### src/hw/had_pkg.sv
// Package for the headset accessory detect block: register map, fields, timing.
// Assumes an APB master on pclk at 100 MHz with 32-bit data.
package had_pkg;
    // ==========================================================
    // Register byte offsets
    localparam logic [11:0] HAD_CTRL_OFS = 12'h000;
    localparam logic [11:0] HAD_MASK_OFS = 12'h004;
    localparam logic [11:0] HAD_STAT_OFS = 12'h008;
    localparam logic [11:0] HAD_STATE_OFS = 12'h00c;
    // ==========================================================
    // Control fields
    localparam int HAD_C_STR = 0;
    localparam int HAD_C_VCE = 1;
    localparam int HAD_C_B1 = 2;
    localparam int HAD_C_B2 = 3;
    localparam int HAD_C_BOOST = 4;
    localparam int HAD_C_DET = 5;
    localparam int HAD_C_AUD = 6;
    // Status and mask fields
    localparam int HAD_I_HP = 0;
    localparam int HAD_I_HS = 1;
    localparam int HAD_I_SHORT = 2;
    localparam int HAD_I_LONG = 3;
    localparam logic [6:0] HAD_CTRL_RST = 7'h00;
    localparam logic [3:0] HAD_MASK_RST = 4'h0;
    // ==========================================================
    // Timing
    localparam int HAD_CLK_MHZ = 100;
    localparam int HAD_TICK_US = 1000;
    localparam int HAD_TICK_CYC = HAD_TICK_US * HAD_CLK_MHZ;
    localparam int HAD_DEB_MS = 30;
    localparam int HAD_LONG_S = 2;
    localparam int HAD_DEB_TICKS = HAD_DEB_MS * 1000 / HAD_TICK_US;
    localparam int HAD_LONG_TICKS = HAD_LONG_S * 1000000 / HAD_TICK_US;
endpackage : had_pkg

### src/hw/had_debounce.sv
// Debouncer for one synchronised detector level, counting timebase ticks.
// Assumes din already passed two flip-flops and tick is a one-cycle pulse.
`timescale 1ns/100ps
module had_debounce
    import had_pkg::*;
#(
    parameter int TICKS = 30
) (
    // Clock and reset
    input wire logic pclk,
    input wire logic presetn,
    // Level in, tick, filtered level out
    input wire logic din,
    input wire logic tick,
    output logic dout
);
    typedef struct packed {
        logic q;
        logic [15:0] cnt;
    } had_deb_t;
    had_deb_t st_ff, nxt_st;

    always_comb begin
        nxt_st = st_ff;
        if (din == st_ff.q) begin
            nxt_st.cnt = 16'h0000;
        end else if (tick) begin
            if (st_ff.cnt >= 16'(TICKS - 1)) begin
                nxt_st.q = din;
                nxt_st.cnt = 16'h0000;
            end else begin
                nxt_st.cnt = st_ff.cnt + 16'h0001;
            end
        end
    end

    always_ff @(posedge pclk or negedge presetn) begin
        if (!presetn) begin
            st_ff <= '0;
        end else begin
            st_ff <= nxt_st;
        end
    end

    assign dout = st_ff.q;
endmodule : had_debounce

### src/hw/had_top.sv
// Audio front end control and headset accessory detector with an APB slave.
// Assumes jack sense inputs are asynchronous comparator levels from the analog side.
//
// The implementer's own choices: register access over APB and the placing of the registers.
`timescale 1ns/100ps
module had_top
    import had_pkg::*;
#(
    parameter int TICK_CYC = HAD_TICK_CYC
) (
    // Clock and reset
    input wire logic pclk,
    input wire logic presetn,
    // APB slave
    input wire logic psel,
    input wire logic penable,
    input wire logic pwrite,
    input wire logic [11:0] paddr,
    input wire logic [31:0] pwdata,
    output logic [31:0] prdata,
    output logic pready,
    output logic pslverr,
    // Jack sense from the analog detector
    input wire logic jack_present,
    input wire logic jack_mic_load,
    // Analog controls
    output logic stereo_adc_power,
    output logic voice_mode,
    output logic mic_bias_one_out,
    output logic mic_bias_two_out,
    output logic mic_bias_one_boost_out,
    output logic detector_power,
    // Host interrupt
    output logic host_irq_pin
);
    // ==========================================================
    // State
    typedef enum logic [1:0] {HAD_EMPTY, HAD_PHONE, HAD_SET} had_acc_t;

    typedef struct packed {
        logic [6:0] ctrl;
        logic [3:0] mask;
        logic [3:0] stat;
        logic [31:0] rdata;
        logic ready;
        logic err;
        logic irq;
        logic str_pwr;
        logic vmode;
        logic b1;
        logic b2;
        logic boost;
        logic detp;
        logic [16:0] div;
        logic tick;
        logic [1:0] s_pres;
        logic [1:0] s_mic;
        had_acc_t acc;
        logic btn_prev;
        logic [15:0] btn_cnt;
        logic btn_long;
    } had_st_t;
    had_st_t st_ff, nxt_st;

    logic pres_db;
    logic mic_db;

    // ==========================================================
    // Debounced detector levels
    had_debounce #(.TICKS(HAD_DEB_TICKS)) u_deb_pres (
        .pclk(pclk),
        .presetn(presetn),
        .din(st_ff.s_pres[1]),
        .tick(st_ff.tick),
        .dout(pres_db)
    );
    had_debounce #(.TICKS(HAD_DEB_TICKS)) u_deb_mic (
        .pclk(pclk),
        .presetn(presetn),
        .din(st_ff.s_mic[1]),
        .tick(st_ff.tick),
        .dout(mic_db)
    );

    function automatic logic had_hit(input logic [11:0] a, input logic [11:0] ofs);
        had_hit = (a == ofs);
    endfunction : had_hit

    // ==========================================================
    // Next state
    always_comb begin
        logic wr;
        logic rd;
        logic biases;
        logic btn;
        logic [3:0] set;
        logic [3:0] clr;
        wr = 1'b0;
        rd = 1'b0;
        biases = 1'b0;
        btn = 1'b0;
        set = 4'h0;
        clr = 4'h0;
        nxt_st = st_ff;

        // Two-flop synchronisers; only the second stage is read
        nxt_st.s_pres = {st_ff.s_pres[0], jack_present};
        nxt_st.s_mic = {st_ff.s_mic[0], jack_mic_load};

        // Free-running millisecond timebase
        if (st_ff.div >= 17'(TICK_CYC - 1)) begin
            nxt_st.div = 17'h00000;
            nxt_st.tick = 1'b1;
        end else begin
            nxt_st.div = st_ff.div + 17'h00001;
            nxt_st.tick = 1'b0;
        end

        // APB: zero wait states, error on unmapped offset
        wr = psel && penable && pwrite;
        rd = psel && !penable && !pwrite;
        nxt_st.ready = psel && !penable;
        nxt_st.err = 1'b0;
        if (psel && !penable) begin
            nxt_st.err = !(had_hit(paddr, HAD_CTRL_OFS) || had_hit(paddr, HAD_MASK_OFS)
                || had_hit(paddr, HAD_STAT_OFS) || had_hit(paddr, HAD_STATE_OFS));
        end
        if (rd) begin
            nxt_st.rdata = 32'h00000000;
            if (had_hit(paddr, HAD_CTRL_OFS)) nxt_st.rdata[6:0] = st_ff.ctrl;
            if (had_hit(paddr, HAD_MASK_OFS)) nxt_st.rdata[3:0] = st_ff.mask;
            if (had_hit(paddr, HAD_STAT_OFS)) nxt_st.rdata[3:0] = st_ff.stat;
            if (had_hit(paddr, HAD_STATE_OFS)) begin
                nxt_st.rdata[1:0] = st_ff.acc;
                nxt_st.rdata[2] = st_ff.btn_prev;
            end
        end
        if (wr && had_hit(paddr, HAD_CTRL_OFS)) nxt_st.ctrl = pwdata[6:0];
        if (wr && had_hit(paddr, HAD_MASK_OFS)) nxt_st.mask = pwdata[3:0];
        if (wr && had_hit(paddr, HAD_STAT_OFS)) clr = pwdata[3:0];

        // Analog enables
        nxt_st.str_pwr = st_ff.ctrl[HAD_C_STR] && !st_ff.ctrl[HAD_C_VCE];
        nxt_st.vmode = st_ff.ctrl[HAD_C_VCE];
        nxt_st.b1 = st_ff.ctrl[HAD_C_B1];
        nxt_st.b2 = st_ff.ctrl[HAD_C_B2];
        nxt_st.boost = st_ff.ctrl[HAD_C_B1] && st_ff.ctrl[HAD_C_BOOST];
        nxt_st.detp = st_ff.ctrl[HAD_C_DET];

        // Classification needs audio bias and second mic bias
        biases = st_ff.ctrl[HAD_C_AUD] && st_ff.ctrl[HAD_C_B2];
        // A low-impedance load on a headset is the button pressed
        btn = (st_ff.acc == HAD_SET) && biases && !mic_db;

        if (st_ff.ctrl[HAD_C_DET]) begin
            unique case (st_ff.acc)
                HAD_EMPTY: begin
                    if (pres_db) begin
                        // Button held at insertion looks like a headphone
                        if (biases && mic_db) begin
                            nxt_st.acc = HAD_SET;
                            set[HAD_I_HS] = 1'b1;
                        end else begin
                            nxt_st.acc = HAD_PHONE;
                            set[HAD_I_HP] = 1'b1;
                        end
                    end
                end
                HAD_PHONE: begin
                    if (!pres_db) begin
                        nxt_st.acc = HAD_EMPTY;
                        set[HAD_I_HP] = 1'b1;
                    end else if (biases && mic_db) begin
                        nxt_st.acc = HAD_SET;
                        clr[HAD_I_HP] = 1'b1;
                        set[HAD_I_HS] = 1'b1;
                    end
                end
                HAD_SET: begin
                    if (!pres_db) begin
                        nxt_st.acc = HAD_EMPTY;
                        set[HAD_I_HS] = 1'b1;
                    end
                end
            endcase
        end else begin
            nxt_st.acc = HAD_EMPTY;
        end

        // Button duration, counted from the debounced press edge
        nxt_st.btn_prev = btn;
        if (btn && !st_ff.btn_prev) begin
            nxt_st.btn_cnt = 16'h0000;
            nxt_st.btn_long = 1'b0;
        end else if (btn && st_ff.tick && !st_ff.btn_long) begin
            if (st_ff.btn_cnt >= 16'(HAD_LONG_TICKS - 1)) begin
                nxt_st.btn_long = 1'b1;
            end else begin
                nxt_st.btn_cnt = st_ff.btn_cnt + 16'h0001;
            end
        end
        if (!btn && st_ff.btn_prev && st_ff.acc == HAD_SET && mic_db) begin
            if (st_ff.btn_long) begin
                set[HAD_I_LONG] = 1'b1;
            end else begin
                set[HAD_I_SHORT] = 1'b1;
            end
        end

        // Sticky status, set wins over a software clear in the same cycle
        nxt_st.stat = (st_ff.stat & ~clr) | set;
        nxt_st.irq = |(nxt_st.stat & ~st_ff.mask);
    end

    // ==========================================================
    // Registers
    always_ff @(posedge pclk or negedge presetn) begin
        if (!presetn) begin
            st_ff <= '0;
        end else begin
            st_ff <= nxt_st;
        end
    end

    assign prdata = st_ff.rdata;
    assign pready = st_ff.ready;
    assign pslverr = st_ff.err;
    assign stereo_adc_power = st_ff.str_pwr;
    assign voice_mode = st_ff.vmode;
    assign mic_bias_one_out = st_ff.b1;
    assign mic_bias_two_out = st_ff.b2;
    assign mic_bias_one_boost_out = st_ff.boost;
    assign detector_power = st_ff.detp;
    assign host_irq_pin = st_ff.irq;
endmodule : had_top

### config.mk
export PLATFORM = sky130hd
export DESIGN_NAME = had_top
export DESIGN_NICKNAME = d
export VERILOG_FILES = /design/src/hw/had_pkg.sv /design/src/hw/had_debounce.sv /design/src/hw/had_top.sv
export SDC_FILE = /design/constraint.sdc
export NUM_CORES = 1
export LEC_CHECK = 0
export BUFFER_PORTS_ARGS = -buffer_cell sky130_fd_sc_hd__buf_2
export CAP_MARGIN = 20
export CORE_ASPECT_RATIO = 2
export CORE_MARGIN = 2
export CORE_UTILIZATION = 30
export CTS_CLUSTER_DIAMETER = 120
export DETAILED_ROUTE_END_ITERATION = 16
export PLACE_DENSITY = 0.48
export SKIP_LAST_GASP = 1
export SYNTH_ARGS = -nofsm -noshare
export SYNTH_HDL_FRONTEND = slang
export SYNTH_SLANG_ARGS = --single-unit
### constraint.sdc
create_clock -name pclk -period 4.5 [get_ports pclk]
set_input_delay 0.45 -clock pclk [delete_from_list [all_inputs] [get_ports pclk]]
set_output_delay 0.45 -clock pclk [all_outputs]
set_load 0.01 [all_outputs]
== Word-level counts from Yosys, hierarchy flattened ==
Cells that the tools add are included.

* Memories: 0
* Bits of input ports: 51
* Bits in registers: 107
* ROM bits: 0
* Logic and storage cells: 132
* RAM bits: 0
* Bits in latches: 0
* Output and inout port bits: 41

* $add $sub $neg: 4
* Bitwise logic cells: 7
* Shift-type cells: 0
* Mux-type cells: 39
* Magnitude comparators: 4
* Multipliers: 0
* Divide/modulo/power cells: 0
* Reductions and logical operators: 42
* Equal/unequal tests: 11

{| class="wikitable"
|+ Operators by type and width
! operator !! number
|-
| 16-bit 2-to-1 mux || 7
|-
| 16-bit by 1-bit adder with 16-bit output (second input constant) || 3
|-
| 17-bit 2-to-1 mux || 2
|-
| 16-bit by 5-bit greater-or-equal comparator with 1-bit output (second input constant) || 2
|-
| 12-bit by 4-bit equality test with 1-bit output (second input constant) || 2
|-
| 1-bit logical AND || 19
|-
| 18-bit 2-to-1 mux || 1
|-
| 2-bit 2-to-1 mux || 9
|-
| 17-bit by 1-bit adder with 17-bit output (second input constant) || 1
|-
| 17-bit greater-or-equal comparator (second input constant) || 1
|-
| 16-bit by 11-bit greater-or-equal comparator with 1-bit output (second input constant) || 1
|-
| 12-bit by 3-bit equality test with 1-bit output (second input constant) || 1
|-
| 12-bit zero test || 1
|-
| 1-bit 2-to-1 mux || 12
|-
| 4-bit 2-to-1 mux || 3
|-
| 3-bit AND reduction || 3
|-
| 4-bit bitwise AND || 2
|-
| 1-bit zero test || 8
|-
| 4-bit inverter || 2
|-
| 2-bit nonzero test || 4
|-
| 7-bit 2-to-1 mux || 1
|-
| 2-bit one-hot mux with 3 select lines || 1
|-
| 4-bit != test (second input constant) || 1
|-
| 4-bit OR || 1
|-
| 14 further kinds || 19
|}

== Logic depth before layout (Yosys ltp) ==
* Word-level depth: 13
* Depth in mapped cells: 8
* Gate-level depth less buffers: 7

== Modules after synthesis ==
Synthesis repeated with hierarchy kept, for this count alone.

* Cells, all modules: 521
* Area total of the unflattened synthesis: 5,614.1 um2

{| class="wikitable"
|+ Modules (own cells, without submodules)
! module !! times used !! cells an instance !! area each (um2) !! seq. area each (um2)
|-
| had_top || 1 || 357 || 3,814.9 || 1,826.8
|-
| had_debounce || 2 || 82 || 899.6 || 425.4
|}

== Worst setup path after synthesis ==
No wires, ideal clock.

* Kind: in2reg
* Start: input port paddr[1]
* End: register st_ff, in the netlist nxt_st[42]
* Data required time: 4,375 ps
* Arrival time: 2,272 ps
* Path buffers: 1
* Library setup time: 125 ps
* Stages on the path: 5
* Path slack: 2,103 ps
* Path through: or4_1 > or4_1 > buf_2 > nor4_4 > mux2_2

* Longest elaborated chain between the ends: 2

{| class="wikitable"
|+ RTL lines
! item !! RTL line !! RTL
|-
| from (decl) || had_top.sv:18 || <nowiki>input wire logic [11:0] paddr,</nowiki>
|-
| 12-bit zero test || had_top.sv:86 || <nowiki>had_hit = (a == ofs);</nowiki>
|-
| 1-bit logical AND || had_top.sv:138 || <nowiki>if (wr && had_hit(paddr, HAD_CTRL_OFS)) nxt_st.ctrl = pwdata[6:0];</nowiki>
|-
| to (signal assigned) || had_top.sv:221 || <nowiki>st_ff <= nxt_st;</nowiki>
|-
| to (decl) || had_top.sv:63 || <nowiki>had_st_t st_ff, nxt_st;</nowiki>
|}

Every way passes these cells.
A chain may end at the register's enable or synchronous reset.

== Final worst setup path ==
* Start: register st_ff[1] in the netlist's numbering
* End: register st_ff[11] in the netlist's numbering

* Longest elaborated chain between the ends: 4
* Elaborated cells between the ends (all ways): 7
* Those cells by class: 1 x add/sub; 1 x order compare; 1 x eq/ne; 3 x mux; 1 x reduce/logical

{| class="wikitable"
|+ RTL lines
! item !! RTL line !! RTL
|-
| 16-bit by 1-bit adder with 16-bit output || had_top.sv:199 || <nowiki>nxt_st.btn_cnt = st_ff.btn_cnt + 16'h0001;</nowiki>
|-
| 16-bit 2-to-1 mux || had_top.sv:196 || <nowiki>if (st_ff.btn_cnt >= 16'(HAD_LONG_TICKS - 1)) begin</nowiki>
|-
| 17-bit 2-to-1 mux || had_top.sv:195 || <nowiki>end else if (btn && st_ff.tick && !st_ff.btn_long) begin</nowiki>
|-
| 17-bit 2-to-1 mux || had_top.sv:192 || <nowiki>if (btn && !st_ff.btn_prev) begin</nowiki>
|}

Several ways; a longest one is shown, not always the timed one. The select of a mux whose other input is x is not followed.

==> impl_metrics.py <==
metrics = {
    "finish": {
        "drive_gt1_share_pct": 15.5,
        "seqCellArea_mm2": 0.00268,
        "syn_to_final_growth_pct": 10.9,
        "postLayoutCellArea_mm2": 0.00582,
        "n_antenna_cell": 0,
        "final_nets": 617,
        "fill_cells": 1789,
        "multi_input_area_mm2": 0.00224,
    },
    "floorplan": {
        "die_y_um": 191,
        "dieArea_mm2": 0.0186,
        "die_width_um": 97.5,
        "fp-row-count": 68,
        "io_pins": 92,
        "core-area_mm2": 0.0172,
        "start_util_pct": 30.5,
    },
    "power_and_ir_drop": {
        "p_leak_nw": 2.68,
        "power.total_mw": 1.79,
        "power_density_mw_per_mm2": 308,
        "irDropWorstVdd_mv": 0.160,
    },
    "timing": {
        "maxSlewViolCount": 0,
        "tightest_slew_ns": 0.940,
        "finalCriticalPeriod_ns": 2.55,
        "hold_viol_final": 0,
        "setup_viol": 0,
        "setup-tns-final_ns": 0,
        "finClkSkew_ns": 0.00856,
        "timing.hold.ws_ns": 0.210,
        "grt_setup_unrepaired": "false",
        "fmax_mhz": 392,
        "finalCritPeriodShare_pct": 56.8,
        "relSlewSlack_pct": 37.3,
    },
    "synth": {
        "ys_seq_area_share_pct": 51.0,
        "syn_area_mm2": 0.00525,
        "synth.avg_cell_area_um2": 10.1,
        "synth_edf_count": 0,
        "ys_ff_latch": 107,
        "async_reset_ff_share_pct": 100,
        "synth_cells": 521,
        "ys.flop_type": "dfrtp_1",
        "ys_types": 54,
        "yosysWarnings": 0,
    },
    "global_route": {
        "grt_pass1_vias": 3948,
        "track_usage_pct": 12.1,
        "grt_max_degree": 76,
        "antenna_found_initial": 0,
        "grt_overflow_total": 0,
        "grt_pass1_wl_um": 18500,
    },
    "route": {
        "drcViolationCount": 0,
        "vias": 3733,
        "drt-total-wl_um": 10700,
        "first_iter_violations": 88,
        "ant_nets": 0,
        "via_per_inst": 4.85,
        "wl_per_cell_um": 13.9,
        "dr.pass1.iters": 4,
    },
    "setup_path": {
        "start_kind": "flop",
        "crit_path_end_kind": "flop",
        "cp_data_arrival_time_ns": 2.84,
        "rr_startpoint": "st_ff[1]",
        "timing_worst_setup_path_type": "reg -> reg",
        "path_max_fanout": 5,
        "r2r_slack_ns": 1.95,
        "r2r-end": "st_ff[11]",
        "reg2regPathDepth": 7,
        "cp.required_ns": 4.78,
    },
    "placed_design": {
        "placed_cell_area_mm2": 0.00552,
        "port_buffers": 41,
        "hpwl_um": 8010,
        "gp_congestion": 0.828,
    },
    "clock_tree": {
        "clk_pin_slew_ns": 0.07,
        "cts_max_level": 3,
        "numCtsBuffers": 9,
        "cts_setup_buffers": 0,
        "clkLatencyLatePin_ns": 0.35,
        "cts.hold.buffers_added": 0,
        "cts_resized": 0,
        "cts_tree": "yes",
        "cts-root-buf": "clkbuf_16",
        "cts_buffer_depth": 2,
        "numClockSinks": 107,
    },
    "outcome": {
        "status": "finished, final reports clean",
    },
    "hold_path": {
        "hold_start": "jack_present",
        "worst_hold_path.num_cells": 1,
        "hold_end": "nxt_st[23]",
        "hp-class": "in -> reg",
    },
    "run": {
        "maxCapViolCount": 0,
    },
}
registers in the layout (all words and copies together) (netlist names):
name	flops
stereo_adc_power	1
u_deb_pres.dout	1
u_deb_pres.st_ff	16
nxt_st	6
u_deb_mic.st_ff	16
detector_power	1
voice_mode	1
u_deb_mic.dout	1
mic_bias_one_boost_out	1
mic_bias_two_out	1
pready	1
pslverr	1
mic_bias_one_out	1
st_ff	51
host_irq_pin	1
prdata	7
final cells by class:
class | count | area share, %
sequential | 107 | 46.0
timing repair buffer | 46 | 4.17
inverter | 27 | 1.74
tap | 210 | 4.52
clock buffer | 10 | 3.94
clock inverter | 6 | 1.01
multi-input combinational | 364 | 38.6
worst max-delay path, cell delays in order (launching register included):
cell	delay [ns]
dfrtp_1	0.44
ha_1	0.27
a311oi_1	0.39
o311ai_0	0.30
buf_2	0.23
nor4_1	0.54
a41oi_1	0.20
nor2_1	0.12
power by group:
group	leakage (nW)	internal (mW)	total, mW	switching (mW)
Combinational	1.10	0.0151	0.0609	0.0457
Clock	0.137	0.388	0.763	0.375
Sequential	1.44	0.964	0.965	0.00160
worst max path at each step:
| stage | cells after the start | from | slack (ns) | endpoint |
|---|---|---|---|---|
| floorplan | 5 | paddr[1] | 2.10 | nxt_st[42] |
| global placement | 5 | paddr[1] | 1.70 | nxt_st[44] |
| detailed placement | 5 | paddr[1] | 1.68 | st_ff[91] |
| CTS | 7 | st_ff[1] | 2.02 | st_ff[11] |
| global route | 7 | st_ff[1] | 1.77 | st_ff[11] |
| finish | 7 | st_ff[1] | 1.95 | st_ff[11] |
layout by cell type (no fill, tap or decap), types with 2 or more instances in the layout:
| master | synthesis | final |
|---|---|---|
| dfrtp_1 | 107 | 107 |
| nor2_1 | 66 | 66 |
| nand2_1 | 45 | 45 |
| buf_2 | 2 | 41 |
| inv_1 | 27 | 27 |
| conb_1 | 1 | 25 |
| nand3_1 | 20 | 20 |
| xor2_1 | 17 | 17 |
| xnor2_1 | 17 | 17 |
| nand4_1 | 15 | 15 |
| a21oi_1 | 13 | 13 |
| o21ai_0 | 12 | 12 |
| nor4_1 | 11 | 11 |
| ha_1 | 11 | 11 |
| and3_1 | 10 | 10 |
| mux2_2 | 10 | 10 |
| a31oi_1 | 9 | 9 |
| clkbuf_16 | 0 | 9 |
| nor2b_1 | 8 | 8 |
| nor3_1 | 7 | 7 |
| or4_1 | 6 | 6 |
| and2_1 | 6 | 6 |
| nand2b_1 | 6 | 6 |
| o21ai_2 | 5 | 5 |
| buf_4 | 32 | 5 |
| o211ai_1 | 4 | 4 |
| a2bb2oi_1 | 3 | 3 |
| o31ai_1 | 3 | 3 |
| mux4_2 | 3 | 3 |
| inv_6 | 0 | 3 |
| o22ai_1 | 2 | 2 |
| or2_2 | 2 | 2 |
| nand4b_1 | 2 | 2 |
| or4_4 | 2 | 2 |
| a41oi_1 | 2 | 2 |
| a21o_1 | 2 | 2 |
| or3_1 | 2 | 2 |
| mux2i_1 | 2 | 2 |
per-stage QoR:
stage               cells  utilization, %  worst slack, ns
floorplan             545               -             2.10
global placement      752            32.1             1.70
detailed placement    753            32.1             1.68
CTS                   769            33.8             2.02
global route          770            33.8             1.77
finish                770            33.8             1.95
kinds of logic (layout without fill, tap and decap cells):
group           Yosys count  in the layout  share of synthesized area [%]
flops                   107            107                           51.0
simple gates            213            213                           20.3
other cells               1             25                         0.0715
mux                      15             15                           3.82
fa+ha+maj                11             11                           2.62
compound gates           66             66                           8.54
xor+xnor                 34             34                           5.68
buf+inv                  74             89                           7.92
Yosys cell counts (12+ instances only):
library cell | instances | area (um2)
nand4_1 | 15 | 93.8
buf_4 | 32 | 240
nand3_1 | 20 | 100
inv_1 | 27 | 101
nor2_1 | 66 | 248
dfrtp_1 | 107 | 2680
o21ai_0 | 12 | 60.1
xor2_1 | 17 | 149
nand2_1 | 45 | 169
xnor2_1 | 17 | 149
a21oi_1 | 13 | 65.1
layer usage:
| layer | global-route usage, % | vias to the layer above | part of all wire (%) |
|---|---|---|---|
| met5 | 0 | - | 0 |
| met4 | 5.13 | 0 | 2.4 |
| met3 | 2.67 | 21 | 3.1 |
| met2 | 23.5 | 72 | 57 |
| met1 | 12.1 | 1839 | 38 |
| li1 | - | 1801 | - |
(Power assumes the default switching activity.)
